[src/core/dact_regs.vh]
`ifndef DACT_REGS_VH
`define DACT_REGS_VH
// ==========================================================
// verb ids (12-bit)
`define DACT_VERB_GET_PARAM   12'hF00
`define DACT_VERB_SET_CTL     12'h781
`define DACT_VERB_GET_CTL     12'hF81
`define DACT_VERB_CFG_B0      12'h71C
`define DACT_VERB_CFG_B3      12'h71F
`define DACT_VERB_GET_CFG     12'hF1C
`define DACT_VERB_GET_DEVLIST 12'hF36
`define DACT_VERB_GTC_B0      12'h785
`define DACT_VERB_GTC_B3      12'h788
`define DACT_VERB_GET_GTC     12'hF85
// ==========================================================
// layout control byte fields
`define DACT_CTL_ALL          0
`define DACT_CTL_MST          1
`define DACT_CTL_WL_HI        3
`define DACT_CTL_WL_LO        2
`define DACT_CTL_FOURTH       4
`define DACT_CTL_SEL_HI       7
`define DACT_CTL_SEL_LO       5
`define DACT_CTL_SEL2_LO      6
`define DACT_CTL_RESET        8'h00
`define DACT_WORD_RESET       32'h0000_0000
// ==========================================================
// node ids
`define DACT_NODE_ROOT        8'h00
`define DACT_NODE_FUNC        8'h01
`define DACT_NODE_VEND_A      8'h02
`define DACT_NODE_VEND_B      8'h0B
`define DACT_NODE_WL1         8'h0C
`define DACT_NODE_WL2         8'h0D
// node kinds reported by lookup
`define DACT_KIND_NONE        3'h0
`define DACT_KIND_CONV        3'h1
`define DACT_KIND_PIN         3'h2
`define DACT_KIND_VEND        3'h3
`define DACT_KIND_WL          3'h4
`define DACT_KIND_ROOT        3'h5
// port codes
`define DACT_PORT_B           3'h0
`define DACT_PORT_C           3'h1
`define DACT_PORT_D           3'h2
`define DACT_PORT_E           3'h3
`define DACT_PORT_F           3'h4
`define DACT_RESP_NONE        32'h0000_0000
`endif

[src/core/dact_node_map.v]
`include "dact_regs.vh"
// ==========================================================
// node lookup: kind and port of a node id under a layout
module dact_node_map (
	// layout
	input  wire       alt_layout,
	input  wire [7:0] ctl,
	// query
	input  wire [7:0] node,
	output reg  [2:0] kind,
	output reg  [2:0] port,
	output reg  [2:0] pin_idx
);
	wire [1:0] wl = ctl[`DACT_CTL_WL_HI:`DACT_CTL_WL_LO];
	wire       all = ctl[`DACT_CTL_ALL];
	wire       fourth = ctl[`DACT_CTL_FOURTH];
	wire [2:0] sel_a = ctl[`DACT_CTL_SEL_HI:`DACT_CTL_SEL_LO];
	wire [1:0] sel_b = ctl[`DACT_CTL_SEL_HI:`DACT_CTL_SEL2_LO];

	// layout tables; unlisted ids answer as absent
	always @* begin
		kind = `DACT_KIND_NONE;
		port = `DACT_PORT_B;
		pin_idx = 3'h0;
		if (node == `DACT_NODE_ROOT)
			kind = `DACT_KIND_ROOT;
		else if (node == `DACT_NODE_FUNC)
			kind = `DACT_KIND_ROOT;
		else if (!alt_layout) begin
			if (node == `DACT_NODE_VEND_A)
				kind = `DACT_KIND_VEND;
			else if (!all) begin
				// port select ignored once bit 0 is set
				if (node == 8'h03)
					kind = `DACT_KIND_CONV;
				else if (node == 8'h04 && sel_a <= `DACT_PORT_F) begin
					kind = `DACT_KIND_PIN;
					port = sel_a;
				end
			end else if (node >= 8'h03 && node <= 8'h0A) begin
				// odd ids convert, even ids are pins B..E
				kind = node[0] ? `DACT_KIND_CONV : `DACT_KIND_PIN;
				port = node[3:1] - 3'h2;
				pin_idx = node[3:1] - 3'h2;
			end else if (node == 8'h0B) begin
				kind = `DACT_KIND_PIN;
				port = `DACT_PORT_F;
				pin_idx = 3'h4;
			end else if (node == `DACT_NODE_WL1 && wl != 2'b00 && wl != 2'b11)
				kind = `DACT_KIND_WL;
			else if (node == `DACT_NODE_WL2 && wl == 2'b10)
				kind = `DACT_KIND_WL;
		end else begin
			if (node == `DACT_NODE_VEND_B)
				kind = `DACT_KIND_VEND;
			else if (node == 8'h02)
				kind = `DACT_KIND_CONV;
			else if (!all) begin
				if (node == 8'h03) begin
					kind = `DACT_KIND_PIN;
					if (sel_b == 2'b11)
						port = `DACT_PORT_F;
					else
						port = {1'b0, sel_b};
					if (sel_b == 2'b11 && !fourth)
						kind = `DACT_KIND_NONE;
				end
			end else if (node == 8'h03 || node == 8'h04)
				kind = `DACT_KIND_CONV;
			else if (node >= 8'h05 && node <= 8'h07) begin
				kind = `DACT_KIND_PIN;
				port = node[2:0] - 3'h5;
				pin_idx = node[2:0] - 3'h5;
			end else if (node == 8'h08 && fourth) begin
				kind = `DACT_KIND_PIN;
				port = `DACT_PORT_F;
				pin_idx = 3'h3;
			end else if (node >= 8'h08 && node <= 8'h0A && wl != 2'b00) begin
				// wireless widgets follow the last pin
				if (node == (fourth ? 8'h09 : 8'h08))
					kind = `DACT_KIND_WL;
				else if (wl == 2'b10 && node == (fourth ? 8'h0A : 8'h09))
					kind = `DACT_KIND_WL;
			end
		end
	end
endmodule

[src/core/dact_topology.v]
`include "dact_regs.vh"
// What this block does
// - At most one verb is taken per link frame.
// - One codec answers for every converter and pin node.
// - Node-02h layout ignores port select while bit 0 is set.
// - Node-02h layout, bit 0 set: converters 3,5,7,9, pins 4,6,8,A,B, any routing.
// - Bits 1 and 0 set enable multistream on the pins.
// - Bits 3:2 expose zero, one or two wireless widgets.
// - Node-0Bh layout, bit 0 only: pins B,C,D at 5,6,7 fixed 1:1.
// - Node-0Bh layout, bits 0 and 1: any routing plus multistream.
// - Node-0Bh layout, bit 4 with bit 0: port F pin at node 8.
// - Time offset written as four bytes 785h..788h, read on F85h.
// - Pin config default written as bytes 71Ch..71Fh, read on F1Ch.
// - Pins answer F36h with entries of their device list.
module dact_topology #(
	parameter ALT_LAYOUT = 0,
	parameter NUM_PINS   = 5,
	parameter DEVLIST_N  = 4
) (
	// clock and reset
	input  wire        ref_clk,
	input  wire        reset,
	// link frame and verb
	input  wire        frame_sync,
	input  wire        verb_valid,
	input  wire [7:0]  verb_node,
	input  wire [11:0] verb_id,
	input  wire [7:0]  verb_payload,
	// response
	output reg         resp_valid,
	output reg  [31:0] resp_data,
	// layout state
	output reg  [7:0]  codec_topology_control,
	output reg         multistream_on,
	output reg         any_routing_on,
	output reg  [31:0] global_time_count
);
	// ==========================================================
	// decode
	wire [2:0] kind;
	wire [2:0] port;
	wire [2:0] pin_idx;
	reg        frame_used;
	reg [31:0] cfg_default [0:NUM_PINS-1];
	reg [31:0] devlist     [0:DEVLIST_N-1];
	integer    i;

	dact_node_map u_map (
		.alt_layout (ALT_LAYOUT != 0),
		.ctl        (codec_topology_control),
		.node       (verb_node),
		.kind       (kind),
		.port       (port),
		.pin_idx    (pin_idx)
	);

	// one verb per frame; extras in the same frame are dropped
	wire take = verb_valid && (!frame_used || frame_sync);
	wire is_vend = (kind == `DACT_KIND_VEND);
	wire is_pin  = (kind == `DACT_KIND_PIN);
	wire cfg_wr  = is_pin && verb_id >= `DACT_VERB_CFG_B0 && verb_id <= `DACT_VERB_CFG_B3;
	wire gtc_wr  = is_vend && verb_id >= `DACT_VERB_GTC_B0 && verb_id <= `DACT_VERB_GTC_B3;
	wire [1:0] cfg_lane = verb_id[1:0];
	wire [1:0] gtc_lane = verb_id[1:0] - 2'h1;
	wire [7:0] next_ctl = verb_payload;

	// ==========================================================
	// verb execution
	always @(posedge ref_clk) begin
		if (reset) begin
			frame_used <= 1'b0;
			resp_valid <= 1'b0;
			resp_data <= `DACT_RESP_NONE;
			codec_topology_control <= `DACT_CTL_RESET;
			multistream_on <= 1'b0;
			any_routing_on <= 1'b0;
			global_time_count <= `DACT_WORD_RESET;
			for (i = 0; i < NUM_PINS; i = i + 1)
				cfg_default[i] <= `DACT_WORD_RESET;
			for (i = 0; i < DEVLIST_N; i = i + 1)
				devlist[i] <= `DACT_WORD_RESET;
		end else begin
			resp_valid <= 1'b0;
			if (frame_sync)
				frame_used <= take;
			else if (take)
				frame_used <= 1'b1;
			// multistream only with all pins on
			multistream_on <= codec_topology_control[`DACT_CTL_ALL] &&
				codec_topology_control[`DACT_CTL_MST];
			any_routing_on <= codec_topology_control[`DACT_CTL_ALL] &&
				(ALT_LAYOUT == 0 || codec_topology_control[`DACT_CTL_MST] ||
				codec_topology_control[`DACT_CTL_FOURTH]);
			if (take) begin
				// every reachable node answers; absent nodes answer zero, except hidden node 3 of the node-0Bh layout, which reports port F on F00h
				resp_valid <= 1'b1;
				resp_data <= `DACT_RESP_NONE;
				if (is_vend && verb_id == `DACT_VERB_SET_CTL)
					codec_topology_control <= next_ctl;
				else if (is_vend && verb_id == `DACT_VERB_GET_CTL)
					resp_data <= {24'h000000, codec_topology_control};
				else if (gtc_wr)
					global_time_count[gtc_lane*8 +: 8] <= verb_payload;
				else if (is_vend && verb_id == `DACT_VERB_GET_GTC)
					resp_data <= global_time_count;
				else if (cfg_wr)
					cfg_default[pin_idx][cfg_lane*8 +: 8] <= verb_payload;
				else if (is_pin && verb_id == `DACT_VERB_GET_CFG)
					resp_data <= cfg_default[pin_idx];
				else if (is_pin && verb_id == `DACT_VERB_GET_DEVLIST)
					resp_data <= devlist[verb_payload[1:0]];
				else if (verb_id == `DACT_VERB_GET_PARAM)
					resp_data <= {26'h0, kind, port};
			end
		end
	end
endmodule

[config.mk]
export PLATFORM = sky130hd
export DESIGN_NAME = dact_topology
export DESIGN_NICKNAME = d
export VERILOG_FILES = /design/src/core/dact_node_map.v /design/src/core/dact_topology.v
export VERILOG_INCLUDE_DIRS = /design/src /design/src/core
export SDC_FILE = /design/constraint.sdc
export NUM_CORES = 1
export LEC_CHECK = 0
export ABC_AREA = 1
export BUFFER_PORTS_ARGS = -buffer_cell sky130_fd_sc_hd__buf_2
export CAP_MARGIN = 10
export CORE_ASPECT_RATIO = 1.25
export CORE_MARGIN = 5
export CORE_UTILIZATION = 57
export CTS_BUF_LIST = sky130_fd_sc_hd__clkbuf_4 sky130_fd_sc_hd__clkbuf_8
export DETAILED_ROUTE_END_ITERATION = 12
export PLACE_DENSITY = 0.87
export SETUP_SLACK_MARGIN = 0.15
export SYNTH_ARGS = -nofsm -noshare
export SYNTH_HDL_FRONTEND = slang
export SYNTH_SLANG_ARGS = --single-unit
[constraint.sdc]
create_clock -name ref_clk -period 2.65 [get_ports ref_clk]
set_clock_uncertainty 0.2 [all_clocks]
set_input_delay 0.265 -clock ref_clk [delete_from_list [all_inputs] [get_ports ref_clk]]
set_output_delay 0.265 -clock ref_clk [all_outputs]
set_load 0.02 [all_outputs]
After elaboration in Yosys (flattened, before gate mapping)
Memory sizes are Yosys's and may differ from the RTL's.
Cells that the tools add are included.
- register bits: 76
- bits in writable memories: 160
- input bits: 32
- output and inout port bits: 75
- memories kept: 1
- memory list (memory ; depth ; bits a word ; rd ports ; clocked after memory_dff ; write ports ; RTL line ; text):
    cfg_default ; 5 ; 32 ; 1 ; 0 ; 5 ; dact_topology.v:44 ; reg [31:0] cfg_default [0:NUM_PINS-1];
- $add $sub $neg: 4
- magnitude comparators: 7
- equality and inequality tests: 17
- shift-type cells: 4
- muxes and demuxes: 48
- bitwise logic cells: 2
- reductions and logical operators: 24
- operator list (operator ; number):
    $mux W32 ; 10
    $neg A5 Y34 ; 2
    $shift A8 B34 Y32 const A ; 2
    $shiftx A8 B34 Y32 ; 2
    $mux W3 ; 22
    $eq A12 B12 Y1 const B ; 5
    $bwmux W32 ; 1
    $reduce_or A32 Y1 ; 1
    $eq A8 B4 Y1 const B ; 3
    $ge A12 B11 Y1 const B ; 2
    $le A12 B11 Y1 const B ; 2
    $eq A8 B2 Y1 const B ; 2
    $logic_and A1 B1 Y1 ; 16
    $eq A12 B11 Y1 const B ; 1
    $mux W1 ; 12
    $eq A8 B1 Y1 const B ; 1
    $eq A8 B3 Y1 const B ; 1
    $ge A8 B2 Y1 const B ; 1
    $le A8 B4 Y1 const B ; 1
    $logic_not A8 Y1 ; 1
    $eq A3 B2 Y1 const B ; 2
    $mux W6 ; 1
    $mux W2 ; 2
    $reduce_and A4 Y1 ; 1
    10 further kinds ; 12

Logic depth before layout (Yosys ltp)
- depth after elaboration: 23
- gate-level depth with buffers: 18
- gate-level depth less buffers: 16

Modules after synthesis
Synthesis repeated with hierarchy kept, for this count alone.
- cell total of the unflattened synthesis: 1707
- area, all modules: 15499.9 um^2
- by module, submodules not included (module ; times used ; cells each ; area an instance (um^2) ; seq. area each (um^2)):
    dact_topology ; 1 ; 1535 ; 14635.3 ; 9208.8
    dact_node_map ; 1 ; 172 ; 864.6 ; 0.0

Worst setup path before layout
OpenSTA, ideal clock, no wires.
- path kind: input -> register
- start: in verb_node[2]
- end: mem cfg_default[6][0] (enable)
- library setup time: 370 ps
- arrival: 2192 ps
- data required time: 2080 ps
- setup slack: -112 ps
- stages: 13
- buffers on the path: 2
- path through: inv_1 -> ha_1 -> inv_1 -> nor2_1 -> nand3_1 -> nand3_1 -> nand4_1 -> nor4_1 -> and2b_1 -> buf_6 -> buf_6 -> nand2_1 -> nor2_1
- RTL lines (what ; RTL line ; text):
    from (decl) ; dact_topology.v:26 ; input wire [7:0] verb_node,
    to (decl) ; dact_topology.v:44 ;

==> flow_summary.yaml <==
outcome:
  status: "complete, but fails checks"
  failed_checks: "setup timing"
setup_path:
  crit_required_ns: 2.73
  end_kind: "register"
  cp_common_cell: "buf_12"
  crit_slowest_cell: "dfxtp_1"
  worstPathArrival_ns: 2.85
  critPathMaxFanout: 8
  crit_path_cell_trace: "o21ai_0, nand2_1, nand3_2, nand4_1, nor4_1, and2b_2, buf_12, buf_12, buf_12, nand3_4, nand2_8"
  start_kind: "register"
  worst_path_largest_cell_delay_ns: 0.34
  critPathKind: "register to register"
synthesis:
  seq_area_frac_synth_pct: 57.27
  ys_types: 35
  synth.top_cell.area_share_pct: 47.81
  synth_nets: 1932
  synth_area_leaders: "edfxtp_1, nand2_1, dfxtp_1"
  async_flop_share_pct: 0
  yosysWarnings: 0
  postSynthAreaPerCell_um2: 8.508
  synth_edf_count: 256
  ys_seq_elements: 332
  synthCells: 1890
  synth_area_mm2: 0.01608
  synth_flop_cell: "edfxtp_1"
  synth_top_area_cell: "edfxtp_1"
floorplanning:
  die_area_mm2: 0.03169
  die_w_um: 160.2
  core_mm2: 0.02774
  start_util_pct: 57.98
  io-pin-count: 107
  placementRows: 68
  die_h_um: 197.8
placement:
  routabilityCongestion: 0.9934
  hpwl_um: 33500
  port_buffers: 106
  dpl.cell_count: 2392
layout:
  fillCellCount: 1827
  n_antenna_cell: 0
  stdcell_count: 2519
  final_cell_mix: "nand2_1, edfxtp_1, nor2_1"
  syn_to_final_growth_pct: 23.21
  mostFrequentLayoutCell: "nand2_1"
  fin_nets: 2173
  layout-drive-gt1-share_pct: 22.22
  final_util_pct: 71.43
clock_network:
  clock_latency_ns: 0.61
  clk_pin_slew_ns: 0.07
  numCtsBuffers: 49
  cts_tree: "done"
  cts_root_buffer: "clkbuf_8"
  cts_max_level: 2
  clock-sinks: 332
  clockBufferDepth: 3
detailed_routing:
  firstDrtPassIters: 9
  drc: 0
  via_per_inst: 5.761
  antenna_left: 0
  drtIter0Drc: 1838
  routed_wl_um: 49120
  wl_per_cell_um: 19.50
  num_vias: 14510
timing:
  worst_slew_pin_slew_ns: 0.7577
  grt_setup_unrepaired: "yes"
  max_freq_mhz: 360.3
  period_needed_ns: 2.775
  setup_viol: 315
  fin_ws_ns: -0.1252
  timing.final.max_slew_violations: 0
  hold_violations: 0
  relSlewSlack_pct: 49.49
  finalCritPeriodShare_pct: 104.7
global_routing:
  grt_pass1_wl_um: 72930
  grt_antenna_before_repair: 0
  grt_pass1_vias: 14030
  overflow: 0
  grt_max_degree: 70
  grt_usage_pct: 29.19
power_and_ir_drop:
  powerDensity_mw_per_mm2: 526.4
  ir_drop_uv: 351.5
  p_total_mw: 10.43
  leakagePower_nw: 8.022
job:
  maxCapViolations: 0
min_path:
  hp-class: "input pin to register"
[routing by layer]
| metal | track usage, % | wire, um |
|---|---|---|
| met1 | 32.94 | 16220 |
| met2 | 50.92 | 24700 |
| met3 | 5.392 | 4667 |
| met4 | 19.06 | 3532 |
| met5 | 0 | 0 |
[cells in the mapped netlist (3+ instances only)]
cell and number:
or2_2 25, nand2_1 604, buf_1 7, nand3_2 5, inv_1 203, buf_2 26, dfxtp_1 76, clkinv_1 3
o2111ai_1 3, nand4_1 31, a21oi_1 80, nor2_4 3, nand3_1 69, ha_1 10, nor2_1 264, nor2_2 6
o21ai_0 109, clkbuf_1 43, o21ai_1 7, edfxtp_1 256, buf_6 4, nand3_4 16, inv_2 4, nor3_1 23
[sequential cells by signal (all words and copies together) (netlist names)]
signal                  cells
resp_data                  32
cfg_default               256
frame_used                  1
resp_valid                  1
codec_topology_control      8
any_routing_on              1
multistream_on              1
global_time_count          32
[stage by stage]
stage	TNS [ns]	hold slack [ns]	cell area (um2)	setup WS, ns
2_1_floorplan	0	0.2294	16290	0.1013
3_3_place_gp	-17.73	0.2531	18040	-0.1229
3_5_place_dp	-42.87	0.2521	18040	-0.2075
4_1_cts	0	0.03903	19270	0.1243
5_1_grt	-22.15	0.1132	19810	-0.1318
6_report	-17.02	0.06485	19810	-0.1252
[cells by family (layout without fill, tap and decap cells)]
family,after synthesis,after routing,synth area share (%)
DFF,332,332,57.27
buffers and inverters,293,572,7.345
and+or+nand+nor,1055,1055,28.31
adders and majority gates,10,10,0.7781
AOI/OAI and AO/OA,200,200,6.303
[worst paths after layout]
| check | cells after the start | endpoint | slack (ns) | startpoint |
|---|---|---|---|---|
| max reg2reg | 11 | cfg_default[3][12]$_SDFFCE_PN0P_ | -0.13 | codec_topology_control[5]$_SDFFE_PP0P_ |
| max | 11 | cfg_default[3][12]$_SDFFCE_PN0P_ | -0.13 | codec_topology_control[5]$_SDFFE_PP0P_ |
| min reg2reg | 2 | resp_data[31]$_SDFFE_PP0P_ | 0.26 | resp_data[31]$_SDFFE_PP0P_ |
| min | 5 | resp_data[0]$_SDFFE_PP0P_ | 0.06 | verb_id[11] |
[cell type report]
cell class / count / area, um2 / share of cell area [%]
Clock inverter: 22 / 153.9 / 0.7768
Multi-Input combinational cell: 1265 / 6186 / 31.22
Clock buffer: 67 / 822.0 / 4.149
Sequential cell: 332 / 9210 / 46.49
Timing Repair Buffer: 273 / 2210 / 11.15
Tap cell: 350 / 437.9 / 2.210
Inverter: 210 / 793.3 / 4.004
[timing repair]
action                     in CTS  in global routing
hold endpoints to repair       27                  0
buffers inserted                4                 14
cloned                          0                  2
hold buffers                   18                  0
setup endpoints to repair      78                389
pin swaps                       4                 11
gates resized for setup         4                 93
[power by group]
part / switching [mW] / leakage [nW] / total [mW] / internal [mW]
Sequential: 0.0260 / 3.15 / 5.69 / 5.67
Clock: 2.01 / 0.529 / 4.15 / 2.14
Combinational: 0.424 / 4.34 / 0.593 / 0.169
[worst max-delay path: cells and delay by family (launching register included)]
kind | cells | cell delay (ns)
AOI/OAI and AO/OA | 1 | 0.31
buffers and inverters | 3 | 0.36
DFF | 1 | 0.34
and+or+nand+nor | 7 | 1.22
No activity file was read; power rests on OpenSTA's default activity.
